$ cat src/hdl/etp_pkg.sv
// Constants for the 8-bit timer channel pair: register map, field layout, codes, reset values
package etp_pkg;

    // Register bus geometry; each index holds one byte per channel, even channel in the upper byte
    localparam int ADDR_W = 3;
    localparam int DATA_W = 16;
    localparam int BYTE_W = 8;
    localparam int CH_EVEN = 0;
    localparam int CH_ODD = 1;

    // Register indices
    localparam logic [2:0] REG_TIMER_CONTROL = 3'h0;
    localparam logic [2:0] REG_TIMER_FLAGS_CONTROL = 3'h1;
    localparam logic [2:0] REG_MATCH_VALUE_A = 3'h2;
    localparam logic [2:0] REG_MATCH_VALUE_B = 3'h3;
    localparam logic [2:0] REG_TICK_COUNTER = 3'h4;

    // timer_control fields
    localparam int CTL_MATCH_B_IRQ_ENABLE = 7;
    localparam int CTL_MATCH_A_IRQ_ENABLE = 6;
    localparam int CTL_WRAP_IRQ_ENABLE = 5;
    localparam int CTL_CLEAR_SELECT_LO = 3;
    localparam int CTL_CLOCK_SELECT_LO = 0;

    // timer_flags_control fields
    localparam int FLG_MATCH_B = 7;
    localparam int FLG_MATCH_A = 6;
    localparam int FLG_WRAP = 5;
    localparam int FLG_CAPTURE_ENABLE_B = 4;
    localparam int FLG_OUTPUT_B_LO = 2;
    localparam int FLG_OUTPUT_A_LO = 0;
    localparam logic [7:0] FLG_RW_MASK = 8'h1F;

    // Reset values
    localparam logic [7:0] TICK_COUNTER_RESET = 8'h00;
    localparam logic [7:0] MATCH_VALUE_RESET = 8'hFF;
    localparam logic [7:0] TIMER_CONTROL_RESET = 8'h00;
    localparam logic [7:0] TIMER_FLAGS_RESET = 8'h00;
    localparam logic [7:0] COUNTER_MAX = 8'hFF;

    // Clock select codes
    localparam logic [2:0] CKS_STOP = 3'h0;
    localparam logic [2:0] CKS_DIV8 = 3'h1;
    localparam logic [2:0] CKS_DIV64 = 3'h2;
    localparam logic [2:0] CKS_DIV8192 = 3'h3;
    localparam logic [2:0] CKS_CASCADE = 3'h4;
    localparam logic [2:0] CKS_EXT_FALL = 3'h5;
    localparam logic [2:0] CKS_EXT_RISE = 3'h6;
    localparam logic [2:0] CKS_EXT_BOTH = 3'h7;

    // Prescaler widths giving divide by 8, 64 and 8192
    localparam int PRESCALE_W = 13;
    localparam int DIV8_BITS = 3;
    localparam int DIV64_BITS = 6;
    localparam int DIV8192_BITS = 13;

    // Clear select codes
    localparam logic [1:0] CLR_NONE = 2'h0;
    localparam logic [1:0] CLR_MATCH_A = 2'h1;
    localparam logic [1:0] CLR_MATCH_B = 2'h2;
    localparam logic [1:0] CLR_CAPTURE_B = 2'h3;

    // Output select codes (compare mode) and capture edge codes (capture mode)
    localparam logic [1:0] OUT_KEEP = 2'h0;
    localparam logic [1:0] OUT_LOW = 2'h1;
    localparam logic [1:0] OUT_HIGH = 2'h2;
    localparam logic [1:0] OUT_TOGGLE = 2'h3;
    localparam logic [1:0] CAP_RISE = 2'h0;
    localparam logic [1:0] CAP_FALL = 2'h1;
    localparam logic [1:0] CAP_BOTH = 2'h2;

endpackage

$ cat src/hdl/etp_timer_pair.sv
// Pair of 8-bit timer channels with compare, odd-channel capture, cascade and register port
//
// Added by the designer: the placing of the registers and the plain strobed port.
`timescale 1ns/1ps
`default_nettype none

module etp_timer_pair #(
    parameter logic EVEN_BIT4_RESET = 1'b0 // Reset value of the even channel's spare flags bit 4
) (
    input wire logic clock,
    input wire logic rst,
    input wire logic standby,
    input wire logic [etp_pkg::ADDR_W-1:0] reg_addr,
    input wire logic [1:0] reg_be,
    input wire logic [etp_pkg::DATA_W-1:0] reg_wdata,
    input wire logic reg_wr,
    input wire logic reg_rd,
    output logic [etp_pkg::DATA_W-1:0] reg_rdata,
    input wire logic [1:0] ext_clk,
    input wire logic capture_in,
    output logic [1:0] timer_out,
    output logic timer_out_odd_oe,
    output logic [1:0] match_a_irq,
    output logic [1:0] match_b_irq,
    output logic [1:0] wrap_irq
);
    import etp_pkg::*;

    // Writes land at the strobe edge.
    // Read data stand one cycle, else zero,
    // so slaves can be ORed onto one bus.
    // Reads return both lanes; lane enables
    // steer writes and pick which flags arm.
    // Unmapped indices read zero.

    // Whole state of the pair; index 0 is the even channel, index 1 the odd one
    typedef struct packed {
        logic [1:0][7:0] tick_counter;
        logic [1:0][7:0] match_value_a;
        logic [1:0][7:0] match_value_b;
        logic [1:0][7:0] timer_control;
        logic [1:0][7:0] timer_flags_control;
        logic [1:0] armed_match_b;
        logic [1:0] armed_match_a;
        logic [1:0] armed_wrap;
        logic [1:0] eq_a_prev;
        logic [1:0] eq_b_prev;
        logic [1:0] tmo;
        logic tmo_odd_oe;
        logic [1:0] irq_a;
        logic [1:0] irq_b;
        logic [1:0] irq_wrap;
        logic [1:0] ext_s1;
        logic [1:0] ext_s2;
        logic [1:0] ext_s3;
        logic cap_s1;
        logic cap_s2;
        logic cap_s3;
        logic [PRESCALE_W-1:0] prescale;
        logic [DATA_W-1:0] rdata;
    } etp_state_t;

    // Reset image, also loaded while standby is held
    function automatic etp_state_t reset_state();
        etp_state_t r;
        r = '0;
        for (int c = 0; c < 2; c++) begin
            r.tick_counter[c] = TICK_COUNTER_RESET;
            r.match_value_a[c] = MATCH_VALUE_RESET;
            r.match_value_b[c] = MATCH_VALUE_RESET;
            r.timer_control[c] = TIMER_CONTROL_RESET;
            r.timer_flags_control[c] = TIMER_FLAGS_RESET;
        end
        // Only the even spare bit differs by parameter
        r.timer_flags_control[CH_EVEN][FLG_CAPTURE_ENABLE_B] = EVEN_BIT4_RESET;
        r.tmo_odd_oe = 1'b1;
        return r;
    endfunction

    // Same image serves reset and standby
    localparam etp_state_t STATE_RESET = reset_state();

    // Prescaler tap: one pulse each time the low bits all read one
    function automatic logic div_tick(input logic [PRESCALE_W-1:0] pre, input int bits);
        logic [PRESCALE_W-1:0] mask;
        // Taps are one clock wide, shared in phase
        mask = PRESCALE_W'((1 << bits) - 1);
        return (pre & mask) == mask;
    endfunction

    // Byte lane of a channel: even channel upper byte, odd lower byte
    function automatic logic [7:0] lane_of(input logic [DATA_W-1:0] word, input int ch);
        // Channel is an int so callers can loop
        return (ch == CH_EVEN) ? word[15:8] : word[7:0];
    endfunction

    // New level of the timer output for a two-bit output select code
    function automatic logic out_level(input logic cur, input logic [1:0] sel);
        case (sel)
            OUT_LOW: return 1'b0;
            OUT_HIGH: return 1'b1;
            OUT_TOGGLE: return ~cur;
            // Keep also covers unknown codes
            default: return cur;
        endcase
    endfunction

    // Present and next state
    etp_state_t s_reg;
    etp_state_t s_next;

    // Per-channel combinational terms
    // Comparisons use registered values only
    logic [1:0] cap_mode;
    logic [1:0] eq_a;
    logic [1:0] eq_b;
    logic [1:0] evt_a;
    logic [1:0] evt_b;
    logic [1:0] cap_evt;
    logic [1:0] pulse;
    logic [1:0] wrap_evt;
    logic [1:0] clr_on_pulse;
    logic [1:0] ext_rise;
    logic [1:0] ext_fall;
    // Edge strobes, one cycle wide
    logic cap_rise;
    logic cap_fall;

    // Next-state logic for the whole pair
    always_comb begin
        s_next = s_reg;
        s_next.rdata = '0;
        cap_mode = '0;
        eq_a = '0;
        eq_b = '0;
        evt_a = '0;
        evt_b = '0;
        cap_evt = '0;
        pulse = '0;
        wrap_evt = '0;
        clr_on_pulse = '0;

        // Stage one may be metastable; only stage two reads it
        // Input synchronisers; only stage two and three feed edge detection
        s_next.ext_s1 = ext_clk;
        s_next.ext_s2 = s_reg.ext_s1;
        s_next.ext_s3 = s_reg.ext_s2;
        s_next.cap_s1 = capture_in;
        s_next.cap_s2 = s_reg.cap_s1;
        s_next.cap_s3 = s_reg.cap_s2;
        ext_rise = s_reg.ext_s2 & ~s_reg.ext_s3;
        ext_fall = ~s_reg.ext_s2 & s_reg.ext_s3;
        cap_rise = s_reg.cap_s2 & ~s_reg.cap_s3;
        cap_fall = ~s_reg.cap_s2 & s_reg.cap_s3;

        // Free-running prescaler shared by both channels
        s_next.prescale = s_reg.prescale + PRESCALE_W'(1);
        // Wraps at the slowest tap, so no tap is skipped

        // Flags follow equality while it lasts; the pin
        // reacts to its rising only, else a parked
        // counter would toggle the output every cycle.

        // Compare and capture detection from registered values
        for (int c = 0; c < 2; c++) begin
            cap_mode[c] = (c == CH_ODD) && s_reg.timer_flags_control[c][FLG_CAPTURE_ENABLE_B];
            eq_a[c] = s_reg.tick_counter[c] == s_reg.match_value_a[c];
            eq_b[c] = !cap_mode[c] && (s_reg.tick_counter[c] == s_reg.match_value_b[c]);
            evt_a[c] = eq_a[c] && !s_reg.eq_a_prev[c];
            evt_b[c] = eq_b[c] && !s_reg.eq_b_prev[c];
            if (cap_mode[c]) begin
                case (s_reg.timer_flags_control[c][FLG_OUTPUT_B_LO +: 2])
                    CAP_RISE: cap_evt[c] = cap_rise;
                    CAP_FALL: cap_evt[c] = cap_fall;
                    CAP_BOTH: cap_evt[c] = cap_rise | cap_fall;
                    default: cap_evt[c] = 1'b0;
                endcase
            end
            s_next.eq_a_prev[c] = eq_a[c];
            s_next.eq_b_prev[c] = eq_b[c];
        end

        // External edges act three edges after the pin.
        // Pulses under one clock wide may be missed.

        // Count pulses; odd first since the even cascade input is the odd wrap
        for (int c = 1; c >= 0; c--) begin
            case (s_reg.timer_control[c][CTL_CLOCK_SELECT_LO +: 3])
                CKS_STOP: pulse[c] = 1'b0;
                CKS_DIV8: pulse[c] = div_tick(s_reg.prescale, DIV8_BITS);
                CKS_DIV64: pulse[c] = div_tick(s_reg.prescale, DIV64_BITS);
                CKS_DIV8192: pulse[c] = div_tick(s_reg.prescale, DIV8192_BITS);
                // Mutual cascade is not blocked: odd counts even match A events, even counts odd wraps; the software must avoid it
                CKS_CASCADE: pulse[c] = (c == CH_EVEN) ? wrap_evt[CH_ODD] : evt_a[CH_EVEN];
                CKS_EXT_FALL: pulse[c] = ext_fall[c];
                CKS_EXT_RISE: pulse[c] = ext_rise[c];
                CKS_EXT_BOTH: pulse[c] = ext_rise[c] | ext_fall[c];
                default: pulse[c] = 1'b0;
            endcase
            // Clear waits for the next pulse while equal
            case (s_reg.timer_control[c][CTL_CLEAR_SELECT_LO +: 2])
                CLR_MATCH_A: clr_on_pulse[c] = eq_a[c];
                CLR_MATCH_B: clr_on_pulse[c] = eq_b[c];
                default: clr_on_pulse[c] = 1'b0;
            endcase
            wrap_evt[c] = pulse[c] && !clr_on_pulse[c] && (s_reg.tick_counter[c] == COUNTER_MAX);
        end

        // Counter, capture and timer output per channel
        for (int c = 0; c < 2; c++) begin
            if (pulse[c]) begin
                if (clr_on_pulse[c]) begin
                    s_next.tick_counter[c] = TICK_COUNTER_RESET;
                end else begin
                    s_next.tick_counter[c] = s_reg.tick_counter[c] + 8'h01;
                end
            end
            if (cap_evt[c]) begin
                s_next.match_value_b[c] = s_reg.tick_counter[c];
                // Capture clear is immediate, so the captured value is the full period
                if (s_reg.timer_control[c][CTL_CLEAR_SELECT_LO +: 2] == CLR_MATCH_B ||
                    s_reg.timer_control[c][CTL_CLEAR_SELECT_LO +: 2] == CLR_CAPTURE_B) begin
                    s_next.tick_counter[c] = TICK_COUNTER_RESET;
                end
            end
            // Match B acts after match A, so B wins when both strike together
            if (evt_a[c]) begin
                s_next.tmo[c] = out_level(s_next.tmo[c], s_reg.timer_flags_control[c][FLG_OUTPUT_A_LO +: 2]);
            end
            if (evt_b[c]) begin
                s_next.tmo[c] = out_level(s_next.tmo[c], s_reg.timer_flags_control[c][FLG_OUTPUT_B_LO +: 2]);
            end
        end
        // Odd level still follows match A while the pin listens
        // The odd pin turns into the capture input while capture is enabled
        s_next.tmo_odd_oe = !cap_mode[CH_ODD];

        // Flags take no written ones; a zero clears
        // only after a read of that lane saw it set.
        // Arming is per lane, so reading the other
        // channel cannot open a clear of this one.

        // Register writes; a counter write overrides counting in the same cycle
        if (reg_wr) begin
            for (int c = 0; c < 2; c++) begin
                if (reg_be[1 - c]) begin
                    case (reg_addr)
                        REG_TIMER_CONTROL: s_next.timer_control[c] = lane_of(reg_wdata, c);
                        REG_TIMER_FLAGS_CONTROL: begin
                            s_next.timer_flags_control[c] = (s_reg.timer_flags_control[c] & ~FLG_RW_MASK) |
                                (lane_of(reg_wdata, c) & FLG_RW_MASK);
                            // Writing one leaves a flag alone; zero clears only after a read of one
                            if (!reg_wdata[8 * (1 - c) + FLG_MATCH_B] && s_reg.armed_match_b[c]) begin
                                s_next.timer_flags_control[c][FLG_MATCH_B] = 1'b0;
                            end
                            if (!reg_wdata[8 * (1 - c) + FLG_MATCH_A] && s_reg.armed_match_a[c]) begin
                                s_next.timer_flags_control[c][FLG_MATCH_A] = 1'b0;
                            end
                            if (!reg_wdata[8 * (1 - c) + FLG_WRAP] && s_reg.armed_wrap[c]) begin
                                s_next.timer_flags_control[c][FLG_WRAP] = 1'b0;
                            end
                            s_next.armed_match_b[c] = 1'b0;
                            s_next.armed_match_a[c] = 1'b0;
                            s_next.armed_wrap[c] = 1'b0;
                        end
                        // A match B write beats a capture
                        REG_MATCH_VALUE_A: s_next.match_value_a[c] = lane_of(reg_wdata, c);
                        REG_MATCH_VALUE_B: s_next.match_value_b[c] = lane_of(reg_wdata, c);
                        REG_TICK_COUNTER: s_next.tick_counter[c] = lane_of(reg_wdata, c);
                        default: ;
                    endcase
                end
            end
        end

        // A count in the read cycle shows next time
        // Register reads: data in the next cycle; reading the flags arms their clear
        if (reg_rd) begin
            for (int c = 0; c < 2; c++) begin
                case (reg_addr)
                    // Both lanes, whatever the enables
                    REG_TIMER_CONTROL: s_next.rdata[8 * (1 - c) +: 8] = s_reg.timer_control[c];
                    REG_TIMER_FLAGS_CONTROL: begin
                        s_next.rdata[8 * (1 - c) +: 8] = s_reg.timer_flags_control[c];
                        if (reg_be[1 - c]) begin
                            s_next.armed_match_b[c] = s_reg.timer_flags_control[c][FLG_MATCH_B];
                            s_next.armed_match_a[c] = s_reg.timer_flags_control[c][FLG_MATCH_A];
                            s_next.armed_wrap[c] = s_reg.timer_flags_control[c][FLG_WRAP];
                        end
                    end
                    REG_MATCH_VALUE_A: s_next.rdata[8 * (1 - c) +: 8] = s_reg.match_value_a[c];
                    REG_MATCH_VALUE_B: s_next.rdata[8 * (1 - c) +: 8] = s_reg.match_value_b[c];
                    REG_TICK_COUNTER: s_next.rdata[8 * (1 - c) +: 8] = s_reg.tick_counter[c];
                    default: s_next.rdata[8 * (1 - c) +: 8] = 8'h00;
                endcase
            end
        end

        // Hardware flag sets come last so a set beats a same-cycle clear
        for (int c = 0; c < 2; c++) begin
            if (eq_a[c]) begin
                s_next.timer_flags_control[c][FLG_MATCH_A] = 1'b1;
            end
            if (eq_b[c] || cap_evt[c]) begin
                s_next.timer_flags_control[c][FLG_MATCH_B] = 1'b1;
            end
            if (wrap_evt[c]) begin
                s_next.timer_flags_control[c][FLG_WRAP] = 1'b1;
            end
            // Requests rise with their flag
            s_next.irq_b[c] = s_next.timer_flags_control[c][FLG_MATCH_B] &
                s_next.timer_control[c][CTL_MATCH_B_IRQ_ENABLE];
            s_next.irq_a[c] = s_next.timer_flags_control[c][FLG_MATCH_A] &
                s_next.timer_control[c][CTL_MATCH_A_IRQ_ENABLE];
            s_next.irq_wrap[c] = s_next.timer_flags_control[c][FLG_WRAP] &
                s_next.timer_control[c][CTL_WRAP_IRQ_ENABLE];
        end

        // Standby reinitialises everything, as reset does
        // Synchronous: standby needs a running clock
        if (standby) begin
            s_next = STATE_RESET;
        end
    end

    // State register
    // Async reset loads constants only
    always_ff @(posedge clock or posedge rst) begin
        if (rst) begin
            s_reg <= STATE_RESET;
        end else begin
            s_reg <= s_next;
        end
    end

    // Outputs straight from the state register
    // Nothing combinational reaches a pin
    assign reg_rdata = s_reg.rdata;
    assign timer_out = s_reg.tmo;
    assign timer_out_odd_oe = s_reg.tmo_odd_oe;
    assign match_a_irq = s_reg.irq_a;
    assign match_b_irq = s_reg.irq_b;
    assign wrap_irq = s_reg.irq_wrap;

endmodule // etp_timer_pair

`default_nettype wire

$ cat config.mk
export PLATFORM = sky130hd
export DESIGN_NAME = etp_timer_pair
export DESIGN_NICKNAME = d
export VERILOG_FILES = /design/src/hdl/etp_pkg.sv /design/src/hdl/etp_timer_pair.sv
export SDC_FILE = /design/constraint.sdc
export NUM_CORES = 1
export LEC_CHECK = 0
export BUFFER_PORTS_ARGS = -buffer_cell sky130_fd_sc_hd__buf_2
export CELL_PAD_IN_SITES_DETAIL_PLACEMENT = 1
export CELL_PAD_IN_SITES_GLOBAL_PLACEMENT = 2
export CORE_AREA = 4 4 140 142
export DETAILED_ROUTE_END_ITERATION = 6
export DIE_AREA = 0 0 144 146
export HOLD_SLACK_MARGIN = 0.08
export PLACE_DENSITY_LB_ADDON = 0.12
export SLEW_MARGIN = 20
export SYNTH_ARGS = -nofsm -noshare
export SYNTH_HDL_FRONTEND = slang
export SYNTH_SLANG_ARGS = --single-unit
$ cat constraint.sdc
create_clock -name clock -period 9.1 [get_ports clock]
set_clock_uncertainty 0.2 [all_clocks]
set_input_delay 0 -clock clock [delete_from_list [all_inputs] [get_ports clock]]
set_output_delay 0 -clock clock [all_outputs]
set_load 0.1 [all_outputs]
==> impl_metrics.toml <==
[finish]
largest_reg_flops = 111
final_layout_size_suffix_gt1_share_pct = 16.0
area_delta_synth_final_pct = 17.2
diodes = 0
layout.nets = 891

[route]
drc = 0
wl_per_cell_um = 21.6
vias = 6252
drt-pass1-iter-count = 4
via_per_inst = 5.71
drt_wl_total_mm = 23.7
drtAntennaViolNets = 0
drt-initial-drc-count = 376

[global_route]
groute.layer.met3.usage_pct = 4.44
antenna_found_initial = 0
grt.met1_usage_pct = 29.6
grt_usage_pct = 23.4
gr-total-overflow = 0
grt_pass1_vias = 6847
grt.busiest_layer = "met2"
use_met2_pct = 39.7
grt_pass1_wl_mm = 38.2
grt_max_degree = 88

[yosys]
yosys_warnings = 0
seq_area_frac_synth_pct = 46.7
synth.distinct_cells = 50
synth_edf_count = 0
syn_avg_cell_area_um2 = 9.21
synthTopCellsByArea = "dfrtp_1 35%, dfstp_2 12%, nor2_1 5.0%"
syn_inst = 807
dominantRegCellSynth = "dfrtp_1"
synth.largest_area_cell = "dfrtp_1"
synth-async-reset-ratio_pct = 100
syn_nets = 851
synth.ff_latch_count = 137
netlist.area_leader.share_pct = 35.0
syn_area_mm2 = 0.00743

[cts]
cts_tree = "yes"
htree_num_levels = 4
numCtsBuffers = 17
cts.clk_slew.worst_paths_ns = 0.06
cts_setup_buffers = 0
root_buffer = "clkbuf_16"
insertion_delay_ns = 0.43
clk_path_buf_depth = 2
cts_num_sinks = 137

[die]
placementRows = 50
initial_core_util_pct = 40.3
coreArea_mm2 = 0.0185
die_y_um = 146
dieArea_mm2 = 0.0210
ios = 54
die_w_um = 144

[timing]
layout_min_cycle_time_ns = 3.54
tightest_slew_ns = 1.00
period_share_pct = 38.9
fmax_mhz = 283
fin_tns_setup_ns = 0
timing_hold_violations_final = 0
setup_viol = 0
fin_hold_ws_ns = 0.0730
slew_violations = 0
max_slew_margin_pct = 32.9
grt_setup_unrepaired = "no"

[setup_path]
slowest_delay_ns = 0.61
r2r_start = "s_reg[127]$_DFF_PP0_"
cp-startpoint = "s_reg[127]$_DFF_PP0_"
endpoint_kind = "register"
crit_type = "register to register"
path_cells = "xor2_1 -> nor4_1 -> nand3_1 -> o21a_2 -> o31a_1 -> or4b_1 -> a311oi_1"
required_ns = 9.22
critPathArrivalTime_ns = 3.66
crit_path_top_delay_cell = "nor4_1"
cp_max_fo = 17
start_kind = "register"

[pwr]
p_per_area_mw_per_mm2 = 172
vdd_drop_max_mv = 0.141
p_leak_nw = 3.67

[min_path]
min_path_type = "input port to asynchronous set/reset pin"

[placement]
dp_hpwl_mm = 15.8
io_buffers = 53
gp_congestion = 0.871

[job]
max_cap_viol_count = 0

[status]
outcome = "finished, final reports clean"
-- final cells by class --
cell class | instances | area (µm²)
fillers | 2087 | 9750
multi-input cells | 570 | 3520
flip-flops and latches | 137 | 3470
repair buffers | 99 | 711
clock buffers | 26 | 489
well taps | 234 | 293
clock inverters | 6 | 136
inverters | 22 | 87.6
-- cell usage in the layout (no fill, tap or decap), types with 24 or more instances in the layout --
master	instances
dfrtp_1	104
nor2_1	99
nand2_1	79
a21oi_1	72
buf_2	52
dlygate4sd3_1	39
xor2_1	38
dfstp_2	33
nand3_1	31
mux2i_1	27
a22oi_1	25
o21ai_0	24
a211o_1	24
-- cells by family (layout without fill, tap and decap cells) --
logic type / after synthesis / count (layout) / share of synthesized area [%]
xor gates and xnor gates: 41 / 41 / 4.83
and+or+nand+nor: 306 / 306 / 19.8
muxes: 30 / 30 / 4.55
DFF: 137 / 137 / 46.7
adders and majority gates: 15 / 15 / 2.53
buffers and inverters: 100 / 153 / 6.28
AOI/OAI and AO/OA: 178 / 178 / 15.3
-- routing by layer --
layer | up-vias | share of wire, %
li1 | 2865 | -
met2 | 119 | 50
met1 | 3241 | 43
met5 | - | 0
met4 | 0 | 2.8
met3 | 27 | 3.9
-- final timing paths --
path	to	slack, ns	cells after the start
setup / recovery	s_reg[127]$_DFF_PP0_	5.56	7
hold / removal	reg_rdata[13]$_DFF_PP0_	0.07	3
setup reg to reg	s_reg[127]$_DFF_PP0_	5.56	7
hold reg to reg	s_reg[30]$_DFF_PP0_	0.27	1
max in group asynchronous	cap_mode[1]$_DFFE_PP0P_	7.41	4
min in group clock	s_reg[37]$_DFF_PP0_	0.13	3
-- Yosys cell counts, types with 3 or more instances --
master    instances
nor3b_1           4
xor2_1           38
nand2_1          79
nand2b_1          8
a211o_1          24
mux2i_1          27
a311oi_1          6
dfstp_2          33
o31ai_1           3
buf_4            24
a22oi_1          25
xnor2_1           3
nor4_1           10
or2_2             9
nor2_1           99
nor2b_1          15
nand4_1           8
a21oi_1          73
ha_1             15
and3_1           13
o21ai_0          24
dfrtp_1         104
nand3b_1          4
mux4_2            3
inv_1            22
o21bai_1          4
nor3_1            6
a31oi_1           4
or4b_1            4
clkbuf_1         51
or3_1             3
and2_1            3
nor4b_1           5
o31a_1            4
nand3_1          31
-- stage by stage --
step                      total power [W]  worst slack (ns)  area [µm²]  cells  utilization, %
after detailed placement         0.000757              5.62        7690   1023            41.6
after CTS                         0.00151              5.54        8700   1094            47.2
after global routing              0.00155              5.41        8710   1094            47.2
after floorplan                  0.000716              5.29        7430    807               -
final                             0.00150              5.56        8710   1094            47.2
after global placement           0.000754              5.71        7690   1023            41.6
-- power breakdown --
part | switching (W) | internal [W] | leakage [nW]
registers | 0.0000125 | 0.000623 | 1.79
logic | 0.0000826 | 0.0000377 | 1.58
clock network | 0.000258 | 0.000481 | 0.299
-- worst max-delay path, delay by kind of cell (launching register included) --
kind	cells	cell delay, ns
AOI/OAI and AO/OA	3	1.12
DFF	1	0.46
xor gates and xnor gates	1	0.18
and+or+nand+nor	3	1.46
-- what timing repair did --
action                                  CTS  global route
gates resized for setup                   0             0
hold buffers                             39             0
hold endpoints to repair                196             0
endpoints found under the setup margin    0             0
No activity file was read; power rests on OpenSTA's default activity.
